===== config.mk =====
export PLATFORM = sky130hd
export DESIGN_NAME = mdi_notify
export DESIGN_NICKNAME = d
export VERILOG_FILES = /design/src/rtl/mdi_pkg.sv /design/src/rtl/mdi_notify.sv /design/src/rtl/mdi_axis_watch.sv
export VERILOG_INCLUDE_DIRS = /design/src /design/src/rtl
export SDC_FILE = /design/constraint.sdc
export NUM_CORES = 1
export LEC_CHECK = 0
export ABC_AREA = 1
export CORE_MARGIN = 1
export CORE_UTILIZATION = 45
export CTS_CLUSTER_DIAMETER = 120
export DETAILED_ROUTE_END_ITERATION = 8
export DONT_BUFFER_PORTS = 1
export GPL_ROUTABILITY_DRIVEN = 0
export PLACE_DENSITY_LB_ADDON = 0.25
export SLEW_MARGIN = 10
export SYNTH_ARGS = -nofsm -noshare
export SYNTH_HDL_FRONTEND = slang
export SYNTH_HIERARCHICAL = 1
export SYNTH_SLANG_ARGS = --single-unit

===== constraint.sdc =====
create_clock -name clk -period 3.8 [get_ports clk]
set_clock_uncertainty 0.15 [all_clocks]
set_input_delay 0.38 -clock clk [delete_from_list [all_inputs] [get_ports clk]]
set_output_delay 0.38 -clock clk [all_outputs]
set_load 0.02 [all_outputs]

===== src/rtl/mdi_regs.svh =====
`ifndef MDI_REGS_SVH
`define MDI_REGS_SVH
`define MDI_CLEAR_CHAR     8'h19
`define MDI_ADDR_STATUS    4'h0
`define MDI_ADDR_DONE      4'h1
`define MDI_ADDR_NEAR_ERR  4'h2
`define MDI_ADDR_SLIP      4'h3
`define MDI_ADDR_IRQ_CTRL  4'h4
`define MDI_ADDR_SLIP_TOL  4'h5
`define MDI_ADDR_POLL_A    4'h6
`define MDI_ADDR_POLL_B    4'h7
`define MDI_ADDR_NEAR_DIST 4'h8
`define MDI_ST_DONE        0
`define MDI_ST_ERROR       1
`define MDI_ST_NEAR        2
`define MDI_ST_SLIP        3
`define MDI_IC_DONE        0
`define MDI_IC_ERROR       1
`define MDI_IC_NEAR        2
`define MDI_IC_SLIP        3
`define MDI_IRQ_CTRL_RST   4'h0
`define MDI_SLIP_TOL_RST   16'h0001
`define MDI_NEAR_MAX       33544431
`endif


===== src/rtl/mdi_pkg.sv =====
package mdi_pkg;
  typedef enum logic [1:0] {
    MDI_ONE_SHAFT  = 2'b00,
    MDI_JOINT_AXES = 2'b01,
    MDI_SUBSET     = 2'b10
  } mdi_mode_t;
  typedef enum logic [2:0] {
    MDI_CMD_NONE    = 3'b000,
    MDI_CMD_DONE    = 3'b001,
    MDI_CMD_PERAXIS = 3'b010,
    MDI_CMD_SETTLED = 3'b011,
    MDI_CMD_SLIP    = 3'b100,
    MDI_CMD_NEAR    = 3'b101
  } mdi_cmd_t;
  typedef struct packed {
    logic        decel;
    logic        settled;
    logic        hold_on;
    logic        slip;
    logic        disarm;
    logic [25:0] remaining;
    logic [25:0] ramp_down;
  } mdi_axis_t;
  typedef struct packed {
    logic       near_armed;
    logic       near_in;
    logic       slip_armed;
    logic       slip_hit;
  } mdi_axis_stat_t;
endpackage


===== src/rtl/mdi_notify.sv =====
`timescale 1ns/1ps
`include "mdi_regs.svh"
module mdi_notify #(
  parameter int NAX = 4,
  parameter int DW  = 26
) (
  // Clock and reset
  input  wire logic               clk,
  input  wire logic               reset,
  // Register port
  input  wire logic [3:0]         addr,
  input  wire logic [31:0]        wdata,
  input  wire logic               wr,
  input  wire logic               rd,
  output logic [31:0]             rdata,
  // Host character stream
  input  wire logic [7:0]         rx_char,
  input  wire logic               rx_valid,
  // Queued commands from axis streams
  input  wire mdi_pkg::mdi_mode_t mode,
  input  wire mdi_pkg::mdi_cmd_t  cmd,
  input  wire logic [NAX-1:0]     cmd_axes,
  input  wire logic [NAX-1:0]     cmd_keep,
  input  wire logic [DW-1:0]      near_value,
  input  wire logic [NAX-1:0]     move_axes,
  input  wire logic               clear_cmd,
  input  wire logic               error_evt,
  // Axis motion state
  input  wire mdi_pkg::mdi_axis_t axis [NAX],
  // Host interrupt
  output logic                    irq
);
  initial begin
    if (NAX < 1 || NAX > 16) $error("mdi_notify: NAX out of range");
  end
  logic [NAX-1:0] done_flags;
  logic [NAX-1:0] pending;
  logic [NAX-1:0] joint_seen;
  logic [NAX-1:0] slip_flags;
  logic [NAX-1:0] part_axes;
  logic           sum_done;
  logic           err_flag;
  logic           near_flag;
  logic [3:0]     irq_ctrl;
  logic [15:0]    slip_tol;
  logic           flag_clear;
  logic [NAX-1:0] set_done;
  logic [NAX-1:0] near_in;
  logic [NAX-1:0] near_armed;
  logic [NAX-1:0] slip_hit;
  logic [NAX-1:0] slip_armed;
  logic           near_fire;
  logic           near_load;
  logic           peraxis_pulse;
  logic [NAX-1:0] next_joint;
  logic [NAX-1:0] hold_vec;
  logic [NAX-1:0] done_set;
  logic [3:0]     status;
  mdi_pkg::mdi_axis_stat_t st [NAX];

  // Immediate clear, never queued
  assign flag_clear = clear_cmd ||
    (rx_valid && rx_char == `MDI_CLEAR_CHAR) ||
    (rd && (addr == `MDI_ADDR_POLL_A ||
            addr == `MDI_ADDR_POLL_B));

  assign near_load = (cmd == mdi_pkg::MDI_CMD_NEAR);

  genvar g;
  generate
    for (g = 0; g < NAX; g++) begin : gen_ax
      mdi_axis_watch #(.DW(DW)) u_watch (
        .clk        (clk),
        .reset      (reset),
        .axis       (axis[g]),
        .in_move    (move_axes[g]),
        .near_load  (near_load && cmd_axes[g]),
        .near_keep  (cmd_keep[g]),
        .near_value (near_value),
        .near_fired (near_fire),
        .slip_arm   (cmd == mdi_pkg::MDI_CMD_SLIP && cmd_axes[g]),
        .stat       (st[g])
      );
      assign near_in[g]    = st[g].near_in;
      assign near_armed[g] = st[g].near_armed;
      assign slip_hit[g]   = st[g].slip_hit;
      assign slip_armed[g] = st[g].slip_armed;
      assign hold_vec[g]   = axis[g].hold_on;
      // Settled wait; without hold it is plain done
      assign set_done[g] = pending[g] &&
        (!axis[g].hold_on || axis[g].settled);
    end
  endgenerate

  // One interrupt once all axes of the move are within distance
  assign near_fire = |(near_armed & move_axes) &&
                     &(near_in | ~move_axes);

  // Participating axes per mode
  always_comb begin
    part_axes = cmd_axes;
    if (mode == mdi_pkg::MDI_SUBSET ||
        cmd == mdi_pkg::MDI_CMD_PERAXIS) begin
      part_axes = cmd_axes & move_axes;
    end
  end

  // Axes without hold complete at once, like plain done
  assign done_set = set_done |
    ((cmd == mdi_pkg::MDI_CMD_DONE ||
      cmd == mdi_pkg::MDI_CMD_PERAXIS) ? part_axes : '0) |
    ((cmd == mdi_pkg::MDI_CMD_SETTLED) ?
      (part_axes & ~hold_vec) : '0);

  always_ff @(posedge clk) begin
    if (reset) begin
      pending <= '0;
    end else begin
      pending <= (pending & ~set_done) |
        ((cmd == mdi_pkg::MDI_CMD_SETTLED) ?
          (part_axes & hold_vec) : '0);
    end
  end

  // Set wins over clear
  always_ff @(posedge clk) begin
    if (reset) begin
      done_flags <= '0;
    end else begin
      done_flags <= (flag_clear ? '0 : done_flags) | done_set;
    end
  end

  // New completions only, so a clear is not undone by stale bits
  always_comb begin
    next_joint = (flag_clear ? '0 : joint_seen) | done_set;
  end

  always_ff @(posedge clk) begin
    if (reset) begin
      joint_seen <= '0;
      sum_done   <= 1'b0;
    end else if (mode == mdi_pkg::MDI_JOINT_AXES) begin
      if (&next_joint) begin
        joint_seen <= '0;
        sum_done   <= 1'b1;
      end else begin
        joint_seen <= next_joint;
        sum_done   <= flag_clear ? 1'b0 : sum_done;
      end
    end else begin
      joint_seen <= '0;
      sum_done   <= (flag_clear ? 1'b0 : sum_done) | (|done_set);
    end
  end

  // Per-axis pulse gives a separate interrupt edge each command
  assign peraxis_pulse = (cmd == mdi_pkg::MDI_CMD_PERAXIS) && |part_axes;

  always_ff @(posedge clk) begin
    if (reset) begin
      err_flag   <= 1'b0;
      near_flag  <= 1'b0;
      slip_flags <= '0;
    end else begin
      err_flag   <= (err_flag && !flag_clear) || error_evt;
      near_flag  <= (near_flag && !flag_clear) || near_fire;
      slip_flags <= (flag_clear ? '0 : slip_flags) | slip_hit;
    end
  end

  always_ff @(posedge clk) begin
    if (reset) begin
      irq_ctrl <= `MDI_IRQ_CTRL_RST;
      slip_tol <= `MDI_SLIP_TOL_RST;
    end else if (wr) begin
      if (addr == `MDI_ADDR_IRQ_CTRL) begin
        irq_ctrl <= wdata[3:0];
      end
      if (addr == `MDI_ADDR_SLIP_TOL) begin
        slip_tol <= wdata[15:0];
      end
    end
  end

  assign status = {|slip_flags, near_flag, err_flag, sum_done};

  // Interrupt held while enabled flags stay set, except the done flag in a per-axis command cycle
  always_ff @(posedge clk) begin
    if (reset) begin
      irq <= 1'b0;
    end else begin
      irq <= (irq_ctrl[`MDI_IC_DONE] && sum_done && !peraxis_pulse) ||
             (irq_ctrl[`MDI_IC_ERROR] && err_flag) ||
             (irq_ctrl[`MDI_IC_NEAR] && near_flag) ||
             (irq_ctrl[`MDI_IC_SLIP] && |slip_flags);
    end
  end

  always_ff @(posedge clk) begin
    if (reset) begin
      rdata <= '0;
    end else if (rd) begin
      unique case (addr)
        `MDI_ADDR_STATUS,
        `MDI_ADDR_POLL_A:   rdata <= {28'h0, status};
        `MDI_ADDR_DONE,
        `MDI_ADDR_POLL_B:   rdata <= 32'(done_flags);
        `MDI_ADDR_NEAR_ERR: rdata <= 32'(near_armed);
        `MDI_ADDR_SLIP:     rdata <= {16'h0, 8'(slip_armed), 8'(slip_flags)};
        `MDI_ADDR_IRQ_CTRL: rdata <= {28'h0, irq_ctrl};
        `MDI_ADDR_SLIP_TOL: rdata <= {16'h0, slip_tol};
        default:            rdata <= '0;
      endcase
    end else begin
      rdata <= '0;
    end
  end
endmodule


===== src/rtl/mdi_axis_watch.sv =====
`timescale 1ns/1ps
`include "mdi_regs.svh"
module mdi_axis_watch #(
  parameter int DW = 26
) (
  // Clock and reset
  input  wire logic               clk,
  input  wire logic               reset,
  // Axis motion state
  input  wire mdi_pkg::mdi_axis_t axis,
  input  wire logic               in_move,
  // Near distance load
  input  wire logic               near_load,
  input  wire logic               near_keep,
  input  wire logic [DW-1:0]      near_value,
  input  wire logic               near_fired,
  // Slip arm
  input  wire logic               slip_arm,
  // Status
  output mdi_pkg::mdi_axis_stat_t stat
);
  initial begin
    if (DW < 26) $error("mdi_axis_watch: distance too narrow");
  end
  logic [DW-1:0] near_dist;
  logic          near_armed;
  logic          slip_armed;
  logic [DW-1:0] dist_abs;

  assign dist_abs = near_dist[DW-1] ? DW'(-near_dist) : near_dist;

  always_ff @(posedge clk) begin
    if (reset) begin
      near_dist <= '0;
    end else if (near_load && !near_keep) begin
      near_dist <= near_value;
    end
  end

  always_ff @(posedge clk) begin
    if (reset) begin
      near_armed <= 1'b0;
    end else if (near_load) begin
      near_armed <= 1'b1;
    end else if (near_fired) begin
      near_armed <= 1'b0;
    end
  end

  always_ff @(posedge clk) begin
    if (reset) begin
      slip_armed <= 1'b0;
    end else if (slip_arm) begin
      slip_armed <= 1'b1;
    end else if (axis.disarm || axis.slip) begin
      slip_armed <= 1'b0;
    end
  end

  // Axis not in the move counts as within
  assign stat.near_in = !in_move ||
    (axis.decel && (axis.remaining <= dist_abs ||
                    dist_abs > axis.ramp_down));
  assign stat.near_armed = near_armed;
  assign stat.slip_armed = slip_armed;
  assign stat.slip_hit   = slip_armed && axis.slip;
endmodule


## Word level (Yosys, flattened, before mapping)

Index checks and enable logic that the tools add are counted.

- $add $sub $neg: 4
- $mul: 0
- Div/mod/pow operators: 0
- $lt $le $gt $ge: 8
- Equality and inequality tests: 15
- Shift operators: 0
- Muxes and demuxes: 28
- Bitwise operators: 18
- Reductions and logical operators: 96

Operators with widths:

| cell | count |
|---|---|
| $gt A26 B26 Y1 | 4 |
| $le A26 B26 Y1 | 4 |
| $mux W26 | 4 |
| $neg A26 Y26 | 4 |
| $pmux W16 S6 | 1 |
| $logic_and A1 B1 Y1 | 35 |
| $mux W4 | 7 |
| $or A4 B4 Y4 | 7 |
| $logic_or A1 B1 Y1 | 26 |
| $and A4 B4 Y4 | 5 |
| $eq A4 B3 Y1 const B | 4 |
| $mux W1 | 16 |
| $reduce_bool A2 Y1 | 8 |
| $reduce_or A4 Y1 | 4 |
| $logic_not A1 Y1 | 14 |
| $not A4 Y4 | 3 |
| $eq A4 B2 Y1 const B | 2 |
| $eq A8 B5 Y1 const B | 1 |
| $reduce_and A4 Y1 | 2 |
| $eq A3 B2 Y1 const B | 2 |
| $eq A3 B3 Y1 const B | 2 |
| $reduce_or A2 Y1 | 3 |
| $eq A4 B1 Y1 const B | 1 |
| $logic_not A4 Y1 | 1 |
| 7 further kinds | 9 |

- Bits in registers: 184
- Bits in latches: 0
- Bits in writable memories: 0
- Memory bits (read-only): 0
- Bits of input ports: 322
- Output and inout bits: 33
- Memories: 0

## Depth between registers and ports, before layout

Gate-level depths: netlist of run 1.

- Word-level depth: 11
- Gate-level depth with buffers: 30
- Gate-level depth less buffers: 30

## Cells and area by module

Netlist of run 1, hierarchy kept.

By module, submodules not included:

| module | times used | cells an instance | area an instance (µm²) | seq. area each (µm²) |
|---|---|---|---|---|
| mdi_axis_watch at gen_ax[1].u_watch ... | 2 | 491 | 3179.3 | 560.5 |
| mdi_axis_watch at gen_ax[0].u_watch | 1 | 497 | 3206.8 | 560.5 |
| mdi_axis_watch at gen_ax[2].u_watch | 1 | 494 | 3205.6 | 560.5 |
| mdi_notify | 1 | 385 | 2691.3 | 1121.1 |

## Least setup slack after synthesis of run 1

No wires, ideal clock.

- Kind: register -> register
- Start: register gen_ax[2].u_watch.near_dist[0]
- End: register gen_ax[1].u_watch.near_armed
- Setup time: 0.133 ns
- Data arrival time: 3.001 ns
- Data required time: 3.517 ns
- Slack: 0.517 ns
- Cell stages (with the launch flop): 29
- Path buffers: 0
- Cell sequence: dfxtp_1 -> inv_1 -> ha_1 -> inv_1 -> nor3_2 -> nand3_2 -> nor2_4 -> nand3_2 -> nor2_1 -> nand2_1 -> nand2_1 -> nand2_1 -> nand2_2 -> inv_2 -> ha_1 -> nand2_1 -> inv_1 -> nand3_1 -> nor2_1 -> nor4b_1 -> nor2_1 -> nand2_1 -> nand2_1 -> nand2_1 -> o22ai_1 -> nor3_1 -> inv_1 -> nand2_1 -> a21oi_1

- Word-level cells in the longest chain between the ends: 10
- Elaborated cells on any way between the ends: 11

RTL lines:

| item | RTL line | source |
|---|---|---|
| from (decl) | mdi_axis_watch.sv:25 | `logic [DW-1:0] near_dist;` |
| from (signal assigned) | mdi_axis_watch.sv:36 | `near_dist <= near_value;` |
| $neg A26 Y26 | mdi_axis_watch.sv:30 | `assign dist_abs = near_dist[DW-1] ? DW'(-near_dist) : near_dist;` |
| $mux W26 * | mdi_axis_watch.sv:30 |  |
| $le A26 B26 Y1 / $gt A26 B26 Y1 (equally long branches) | mdi_axis_watch.sv:62, mdi_axis_watch.sv:63 |  |
| $logic_or A1 B1 Y1 * | mdi_axis_watch.sv:62 | `(axis.decel && (axis.remaining <= dist_abs \|\|` |
| $logic_and A1 B1 Y1 * | mdi_axis_watch.sv:62 |  |
| $logic_or A1 B1 Y1 * | mdi_axis_watch.sv:61 | `assign stat.near_in = !in_move \|\|` |
| named net near_in[2] | mdi_notify.sv:48 | `logic [NAX-1:0] near_in;` |
| $or A4 B4 Y4 * | mdi_notify.sv:97 | `&(near_in \| ~move_axes);` |
| $reduce_and A4 Y1 * | mdi_notify.sv:97 |  |
| $logic_and A1 B1 Y1 * | mdi_notify.sv:96 | `assign near_fire = \|(near_armed & move_axes) &&` |
| named net near_fire | mdi_notify.sv:52 | `logic near_fire;` |
| $reduce_bool A2 Y1 (no source line) * | n/a |  |
| to (signal assigned) | mdi_axis_watch.sv:42 | `near_armed <= 1'b0;` |
| to (signal assigned) | mdi_axis_watch.sv:44 | `near_armed <= 1'b1;` |
| to (signal assigned) | mdi_axis_watch.sv:46 | `near_armed <= 1'b0;` |
| to (decl) | mdi_axis_watch.sv:26 | `logic near_armed;` |

Mark *: on every way through the listed nets, which the timed path passes. The rest lies on a longest branch.
A chain may end at the register's enable or synchronous reset.

## Worst setup path after layout of run 1

- Start: register gen_ax[0].u_watch.near_dist[0]
- End: register near_flag

- Word-level cells in the longest chain between the ends: 10
- Elaborated cells on any way between the ends: 11

RTL lines:

| item | RTL line | source |
|---|---|---|
| from (decl) | mdi_axis_watch.sv:25 |  |
| from (signal assigned) | mdi_axis_watch.sv:36 |  |
| $neg A26 Y26 | mdi_axis_watch.sv:30 |  |
| $mux W26 * | mdi_axis_watch.sv:30 |  |
| $le A26 B26 Y1 / $gt A26 B26 Y1 (equally long branches) | mdi_axis_watch.sv:62, mdi_axis_watch.sv:63 |  |
| $logic_or A1 B1 Y1 * | mdi_axis_watch.sv:62 |  |
| $logic_and A1 B1 Y1 * | mdi_axis_watch.sv:62 |  |
| $logic_or A1 B1 Y1 * | mdi_axis_watch.sv:61 |  |
| named net near_in[0] | mdi_notify.sv:48 |  |
| $or A4 B4 Y4 * | mdi_notify.sv:97 |  |
| $reduce_and A4 Y1 * | mdi_notify.sv:97 |  |
| $logic_and A1 B1 Y1 * | mdi_notify.sv:96 |  |
| named net near_fire | mdi_notify.sv:52 |  |
| $logic_or A1 B1 Y1 * | mdi_notify.sv:167 | `near_flag <= (near_flag && !flag_clear) \|\| near_fire;` |
| to (signal assigned) | mdi_notify.sv:167 |  |
| to (decl) | mdi_notify.sv:43 | `logic near_flag;` |

Marked as above.

==> metrics list, run 1 <==
* Multiplexer fraction of the synthesized cell area: 0
- The largest total area in the synthesized netlist belongs to sky130_fd_sc_hd__dfxtp_1.
- Of the total synthesized cell area, the portion taken by AND, OR, NAND and NOR gates is 0.288.
- At the worst endpoint, the required time is 3.97 ns.
* Timing startpoint of the critical path: gen_ax[0].u_watch/near_dist[0]
* Post-layout net count: 2944
* Clk_lat worst skew: 0.43 ns
* Final-layout worst hold slack: 0.0169 ns
* Die X-Extent: 187 um
- 355 I/O pins were placed.
* Max-capacitance violation count: 0
- By area the synthesized netlist is led by sky130_fd_sc_hd__dfxtp_1 (22%), sky130_fd_sc_hd__ha_1 (17%), sky130_fd_sc_hd__inv_1 (12%).
- Wire length of the first global-routing pass: 70.4 mm
- The startpoint identified for the worst register-to-register timing path is gen_ax[0].u_watch/near_dist[0].
- TritonCTS clock tree: built
* CP peak stage delay: 0.33 ns
- VDD sags by at most 0.265 mV.
- Clock-pin slew was measured on the worst setup and hold paths at 0.08 ns.
- In this run the most critical hold path is launched from wdata[2].
- Critical path type: reg2reg
- Result of the run: completed
* Buffers from clock root to sink, at most: 2
- Summed over all layers, the routed wires come to 44.8 mm.
- CTS placed an instance of sky130_fd_sc_hd__clkbuf_16 at the clock tree root.
* Placed standard-cell area: 0.0159 mm^2
- EDFF count, synth: 0
* Fraction of the core area covered by cells at the end of the flow: 0.516
- Number of distinct library cells after synthesis: 46
- The initial antenna violation count is 5.
- Of the total synthesized cell area, the portion taken by XOR and XNOR cells is 0.0427.
- The post-synthesis compound-gate area fraction was 0.134.
* Fraction of synthesis flops using an asynchronous set or reset pin: 0
- Maximum number of pins on one net before global-route repair: 110
- During placement, the flow inserted port buffers numbering 0.
- Placed wire-length estimate after detailed placement: 34.2 mm
* Critical path capture point type: flop
* Sequential share of the synthesized area: 0.218
- Setup violations, final: 0
- The mapped netlist covers 0.0155 mm^2.
- After synthesis, the largest family of logic cells by area is simple AND/OR/NAND/NOR gates.
* Largest fanout on the critical path: 5
- Average size of a mapped cell: 6.56 um^2
- Fillcell total: 3391
- Startpoint kind of the worst setup timing path: flop
- In the final layout, the share of cells above drive strength 1 is 0.101.
- Proportion of netlist area held by the largest area contributor: 0.218
- Count of TritonRoute iterations in the first routing pass: 6
* Commonest cells in the netlist: sky130_fd_sc_hd__inv_1 (482), sky130_fd_sc_hd__nand2_1 (470), sky130_fd_sc_hd__nor2_1 (295)
* Routed length per instance: 15.6 um
* Power density over the cells: 265 mW/mm^2
* Drt via density: 5.06
* Iter 0 DRT Violations: 889
* Number of hold-slack violations in the final timing report: 0
- Highest-delay cell along the critical path: sky130_fd_sc_hd__dfxtp_2
* Gate count after technology mapping: 2358
* Row count: 67
- Effective utilization at floorplan: 0.459
- Global-route total usage across every layer: 0.250
* Headroom to the max-slew limit: 0.467
- Static leakage: 8.63 nW
* Slew @ Worst Pin: 0.798 ns
* Core region area: 0.0337 mm^2
- Max-slew violation count: 0
- Full die area: 0.0351 mm^2
* Hold WC Path Type: in2reg
- CTS Buf Count: 17
- Crit share post-route: 0.980
- The cell that appears most often on the critical path is sky130_fd_sc_hd__nand2_2.
- For this design, the sink count on the clock tree is 168.
- Via count of the first global-routing pass: 13661
- Setup repair after global routing could not meet its margin everywhere.
- The count of nets left with antenna violations once routing finished came out at 0.
- Syn-to-layout area delta: 12.6%
- Of the total synthesized cell area, the portion taken by full adders, half adders and majority gates is 0.172.
- The finished cells cover 0.0174 mm^2.
* Number of warnings printed during yosys synthesis: 6
- Via count of the routed design: 14536
* Main flop type after synthesis: sky130_fd_sc_hd__dfxtp_1
- Static timing analysis puts the maximum clock frequency at 0.268 GHz.
- The clock tree synthesis step divided the H-tree into 4 levels.
* Min cycle time layout: 3.73 ns
* DRC viols: 0
* Remaining global-route overflow: 0
- Arrival time reported for the critical path endpoint: 3.90 ns
- After synthesis the netlist holds a flip-flop and latch count of 168.
* Most instantiated library cell after synthesis: sky130_fd_sc_hd__inv_1
* Die Height: 187 um
## final cells by class
| class | count | area [um^2] | share of cell area |
|---|---|---|---|
| antenna | 3 | 7.51 | 0.000431 |
| clock buffer | 17 | 425 | 0.0244 |
| clock inverter | 15 | 159 | 0.00913 |
| inverter | 496 | 1860 | 0.107 |
| multi-input combinational | 1634 | 10200 | 0.584 |
| sequential | 168 | 3370 | 0.194 |
| tap | 448 | 561 | 0.0322 |
| timing repair buffer | 93 | 852 | 0.0490 |
## per-layer routing
metal | part of all wire | GRT usage | up-vias
li1 | - | - | 7566
met1 | 0.47 | 0.330 | 6530
met2 | 0.46 | 0.421 | 375
met3 | 0.046 | 0.0402 | 61
met4 | 0.020 | 0.0662 | 4
met5 | 0.00069 | 0 | -
## path summary, 6_finish.rpt
kind                 endpoint  depth (start not counted)  slack (ns)
setup / recovery    near_flag                         29        0.07
hold / removal    irq_ctrl[2]                          2        0.02
setup reg to reg    near_flag                         29        0.07
hold reg to reg     rdata[13]                          2        0.30
## metrics by stage
| stage | setup slack (ns) | total power, W | TNS [ns] | std cells |
|---|---|---|---|---|
| finish | 0.0746 | 0.00461 | 0 | 2874 |
| global route | -0.215 | 0.00487 | -0.918 | 2873 |
| CTS | 0.000425 | 0.00459 | 0 | 2862 |
| detailed placement | -0.0980 | 0.00276 | -0.407 | 2777 |
| global placement | -0.0892 | 0.00273 | -0.340 | 2777 |
| floorplan | 0.517 | 0.00260 | 0 | 2373 |
## logic make-up (layout without fill, tap and decap cells)
family	Yosys count	count (layout)
other	1	19
buffers and inverters	571	621
AO/OA/AOI/OAI	333	333
AND/OR/NAND/NOR	1001	1001
flip-flops	168	168
XOR/XNOR	72	72
adder cells (fa/ha/maj)	212	212
## registers in the layout, indices dropped and copies added (netlist names)
signal                     cells
gen_ax.u_watch/near_dist     104
rdata                         16
slip_tol                      16
done_flags                     4
gen_ax.u_watch/near_armed      4
gen_ax.u_watch/slip_armed      4
irq_ctrl                       4
joint_seen                     4
pending                        4
slip_flags                     4
err_flag                       1
irq                            1
near_flag                      1
sum_done                       1
## cell usage in the layout (no fill, tap or decap), types with 10 or more instances in the layout
cell	count
sky130_fd_sc_hd__inv_1	473
sky130_fd_sc_hd__nand2_1	460
sky130_fd_sc_hd__nor2_1	285
sky130_fd_sc_hd__ha_1	208
sky130_fd_sc_hd__dfxtp_1	164
sky130_fd_sc_hd__a21oi_1	121
sky130_fd_sc_hd__a211oi_1	94
sky130_fd_sc_hd__nand3_1	87
sky130_fd_sc_hd__xor2_1	62
sky130_fd_sc_hd__dlygate4sd3_1	52
sky130_fd_sc_hd__o21ai_0	51
sky130_fd_sc_hd__buf_4	39
sky130_fd_sc_hd__nand4_1	27
sky130_fd_sc_hd__nand2_2	24
sky130_fd_sc_hd__nor2_2	23
sky130_fd_sc_hd__nand3_2	23
sky130_fd_sc_hd__inv_2	21
sky130_fd_sc_hd__clkbuf_16	17
sky130_fd_sc_hd__nor3_1	16
sky130_fd_sc_hd__conb_1	16
sky130_fd_sc_hd__o22ai_1	13
sky130_fd_sc_hd__nor2_4	11
sky130_fd_sc_hd__o21ai_2	10
sky130_fd_sc_hd__a21o_1	10
## critical path, delay by kind of cell, from the launching register on
family | cells | cell delay [ns]
and+or+nand+nor | 20 | 2.03
adders and majority gates | 2 | 0.39
buffers and inverters | 5 | 0.36
AOI/OAI and AO/OA | 2 | 0.36
DFF | 1 | 0.33
## report_power, final
group	leakage (nW)	internal [W]	total [W]	switching, W
sequential	1.36	0.00180	0.00182	0.0000257
clock	0.272	0.000877	0.00173	0.000852
combinational	7.00	0.000397	0.00105	0.000657
total	8.63	0.00307	0.00461	0.00154
## repair_timing
item / in CTS / in global routing
hold buffers: 53 / 0
endpoints found under the setup margin: 5 / 5
hold endpoints to repair: 132 / 0
resized for setup: 1 / 67
setup buffers: 0 / 10
pin swaps: 0 / 41
Note: power is estimated with default switching activity, not from simulation.
==> run 2, diff against run 1 <==
==> constraint.sdc (replaced) <==
create_clock -name clk -period 3.8 [get_ports clk]
set_clock_uncertainty 0.15 [all_clocks]
set_input_delay 0.57 -clock clk [delete_from_list [all_inputs] [get_ports clk]]
set_output_delay 0.57 -clock clk [all_outputs]
set_load 0.02 [all_outputs]
==> run 2 against run 1 <==
Compared with the run above: global-route usage shrank 1.2 points; sequential cell count unchanged; highest routed layer is now met4; setup slack gained 0.021 ns.
==> metrics list, run 2 (synthesized netlist as in run 1, its figures left out) <==
- The flow ran to the end, and the final reports show no timing, DRC or antenna violations.
- The library cell used most frequently in the layout, excluding fill and tap cells, is sky130_fd_sc_hd__inv_1.
- Setup violations, final: 0
* Number of I/O pins: 355
- Before antenna repair, the detailed router went through 7 iterations.
- Count of input and output buffers: 0
- Final hold analysis gives a worst-case slack of 0.0661 ns.
* Post-layout net count: 2888
- Ranked by flip-flop count, first place goes to gen_ax.u_watch/near_dist.
- Static leakage: 8.34 nW
* Crit share post-route: 0.975
- Length in cells of the worst reg-to-reg path: 31
* Critical path capture point type: flop
* Hold Path Origin: reset
* Min cycle time layout: 3.70 ns
- After clock tree synthesis, the clock-pin slew on the worst setup and hold paths is 0.07 ns.
- After clock tree synthesis, the flow added hold-fix buffers numbering 0.
* Critical path type: reg2reg
- The top cell types in the final layout, fill and taps aside, are sky130_fd_sc_hd__inv_1 (472), sky130_fd_sc_hd__nand2_1 (459), sky130_fd_sc_hd__nor2_1 (286).
- The worst hold path terminates at slip_tol[10].
- RR Startpoint: gen_ax[2].u_watch/near_dist[0]
* Slew @ Worst Pin: 0.805 ns
- The final-report hold violation count was 0.
- Critical R2R Capture: gen_ax[2].u_watch/near_armed
- Maximum number of pins on one net before global-route repair: 126
- In this run the power density over the cells is 267 mW/mm^2.
- Arrival time reported for the critical path endpoint: 3.90 ns
- The initial antenna violation count was 0.
* Flip-flop count of the largest register after layout: 104
* Clk_lat worst skew: 0.42 ns
- Wire length of the first global-routing pass: 67.2 mm
* Iter 0 DRT Violations: 815
* Via count of the routed design: 14177
* Remaining global-route overflow: 0
- The initial utilization of the core area, before any placement, comes to 0.459.
* Syn-to-layout area delta: 8.84%
- Of all nets on the critical path, the largest fanout is 5.
* Share of final-layout standard cells stronger than drive strength 1: 0.103
* Row count: 67
- Biggest registers after layout: gen_ax.u_watch/near_dist x104, rdata x16, slip_tol x16
- The floorplan step set the die width to 187 um.
* Level count of the clock H-tree: 4
- Number of sinks driven by the clock tree: 168
* Global-route total usage across every layer: 0.239
- Headroom to the max-slew limit: 0.463
* Slack of the worst reg-to-reg path: 0.1 ns
- Dpl cells: 2779
- At the worst endpoint, the required time is 4.00 ns.
- CP dominant cell by count: sky130_fd_sc_hd__nand2_2
- After legalization and detailed placement, the total HPWL measured 34.3 mm.
- Highest attainable clock frequency: 0.270 GHz
* CP peak stage delay: 0.32 ns
- Startpoint kind of the worst setup timing path: flop
- Setup TNS: 0 ns
- Full die area: 0.0351 mm^2
* Clock root buffer master: sky130_fd_sc_hd__clkbuf_16
- Total Wirelength: 42.9 mm
- In this run the remaining antenna-violating nets after routing total 0.
- Buffers from clock root to sink, at most: 2
* Fraction of the core area covered by cells at the end of the flow: 0.499
- TritonCTS built the clock tree.
- Drt via density: 5.04
- Excluding fillers, the count of instances in the completed layout stands at 2815.
- The floorplan step set the die height to 187 um.
- Peak supply drop: 0.270 mV
* Routed length per instance: 15.2 um
- RSZ-0062 raised after global routing: yes
- Worst hold path stage count: 1
* Max-slew violation count: 0
- Highest-delay cell along the critical path: sky130_fd_sc_hd__dfxtp_2
- The tightest min-delay check is of the in2reg type.
- DRC viols: 0
* Core region area: 0.0337 mm^2
- Max-capacitance violation count: 0
- CTS Buf Count: 17
* Number of inserted diodes: 0
- Via count of the first global-routing pass: 13428
run 2: worst max path at each step:
stage	from	to
after global routing	gen_ax[0].u_watch/near_dist[0]	gen_ax[3].u_watch/near_armed
after detailed placement	gen_ax[3].u_watch/near_dist[0]	gen_ax[2].u_watch/near_armed
after global placement	gen_ax[3].u_watch/near_dist[0]	gen_ax[3].u_watch/near_armed
after CTS	gen_ax[3].u_watch/near_dist[0]	gen_ax[2].u_watch/near_armed
after floorplan	gen_ax[2].u_watch/near_dist[0]	gen_ax[1].u_watch/near_armed
final	gen_ax[2].u_watch/near_dist[0]	gen_ax[2].u_watch/near_armed
run 2: layer usage:
metal	up-vias	share of wire	GRT usage
met5	-	0	0
met4	0	0.016	0.0608
met3	32	0.046	0.0325
met2	361	0.47	0.408
met1	6355	0.47	0.314
li1	7429	-	-
run 2: cell type report:
| class | instances | area, um^2 |
|---|---|---|
| fill | 3437 | 16900 |
| multi-input combinational | 1634 | 10200 |
| sequential | 168 | 3370 |
| inverter | 496 | 1860 |
| tap | 448 | 561 |
| clock buffer | 17 | 425 |
| timing repair buffer | 37 | 282 |
| clock inverter | 15 | 160 |
run 2: power by group:
part	switching (W)	internal [W]
registers	0.0000257	0.00180
logic	0.000584	0.000361
clock network	0.000843	0.000882
total	0.00145	0.00304
run 2: critical path: cells and delay by family (launching register included):
family / cells / cell delay, ns
buf+inv: 6 / 0.40
flops: 1 / 0.32
simple gates: 21 / 2.05
compound gates: 2 / 0.32
fa+ha+maj: 2 / 0.39
run 2: stage by stage:
step / area, um^2 / setup slack (ns) / power [W]
final: 16800 / 0.0955 / 0.00449
after global routing: 16800 / -0.138 / 0.00476
after CTS: 16500 / 0.0114 / 0.00450
after detailed placement: 15900 / -0.0966 / 0.00276
after global placement: 15900 / -0.0649 / 0.00273
after floorplan: 15500 / 0.517 / 0.00260
run 2: what timing repair did:
item                       in CTS  in global routing
buffers inserted                0                  5
setup endpoints to repair       5                  5
pin swaps                       0                 38
resized for setup               2                 68
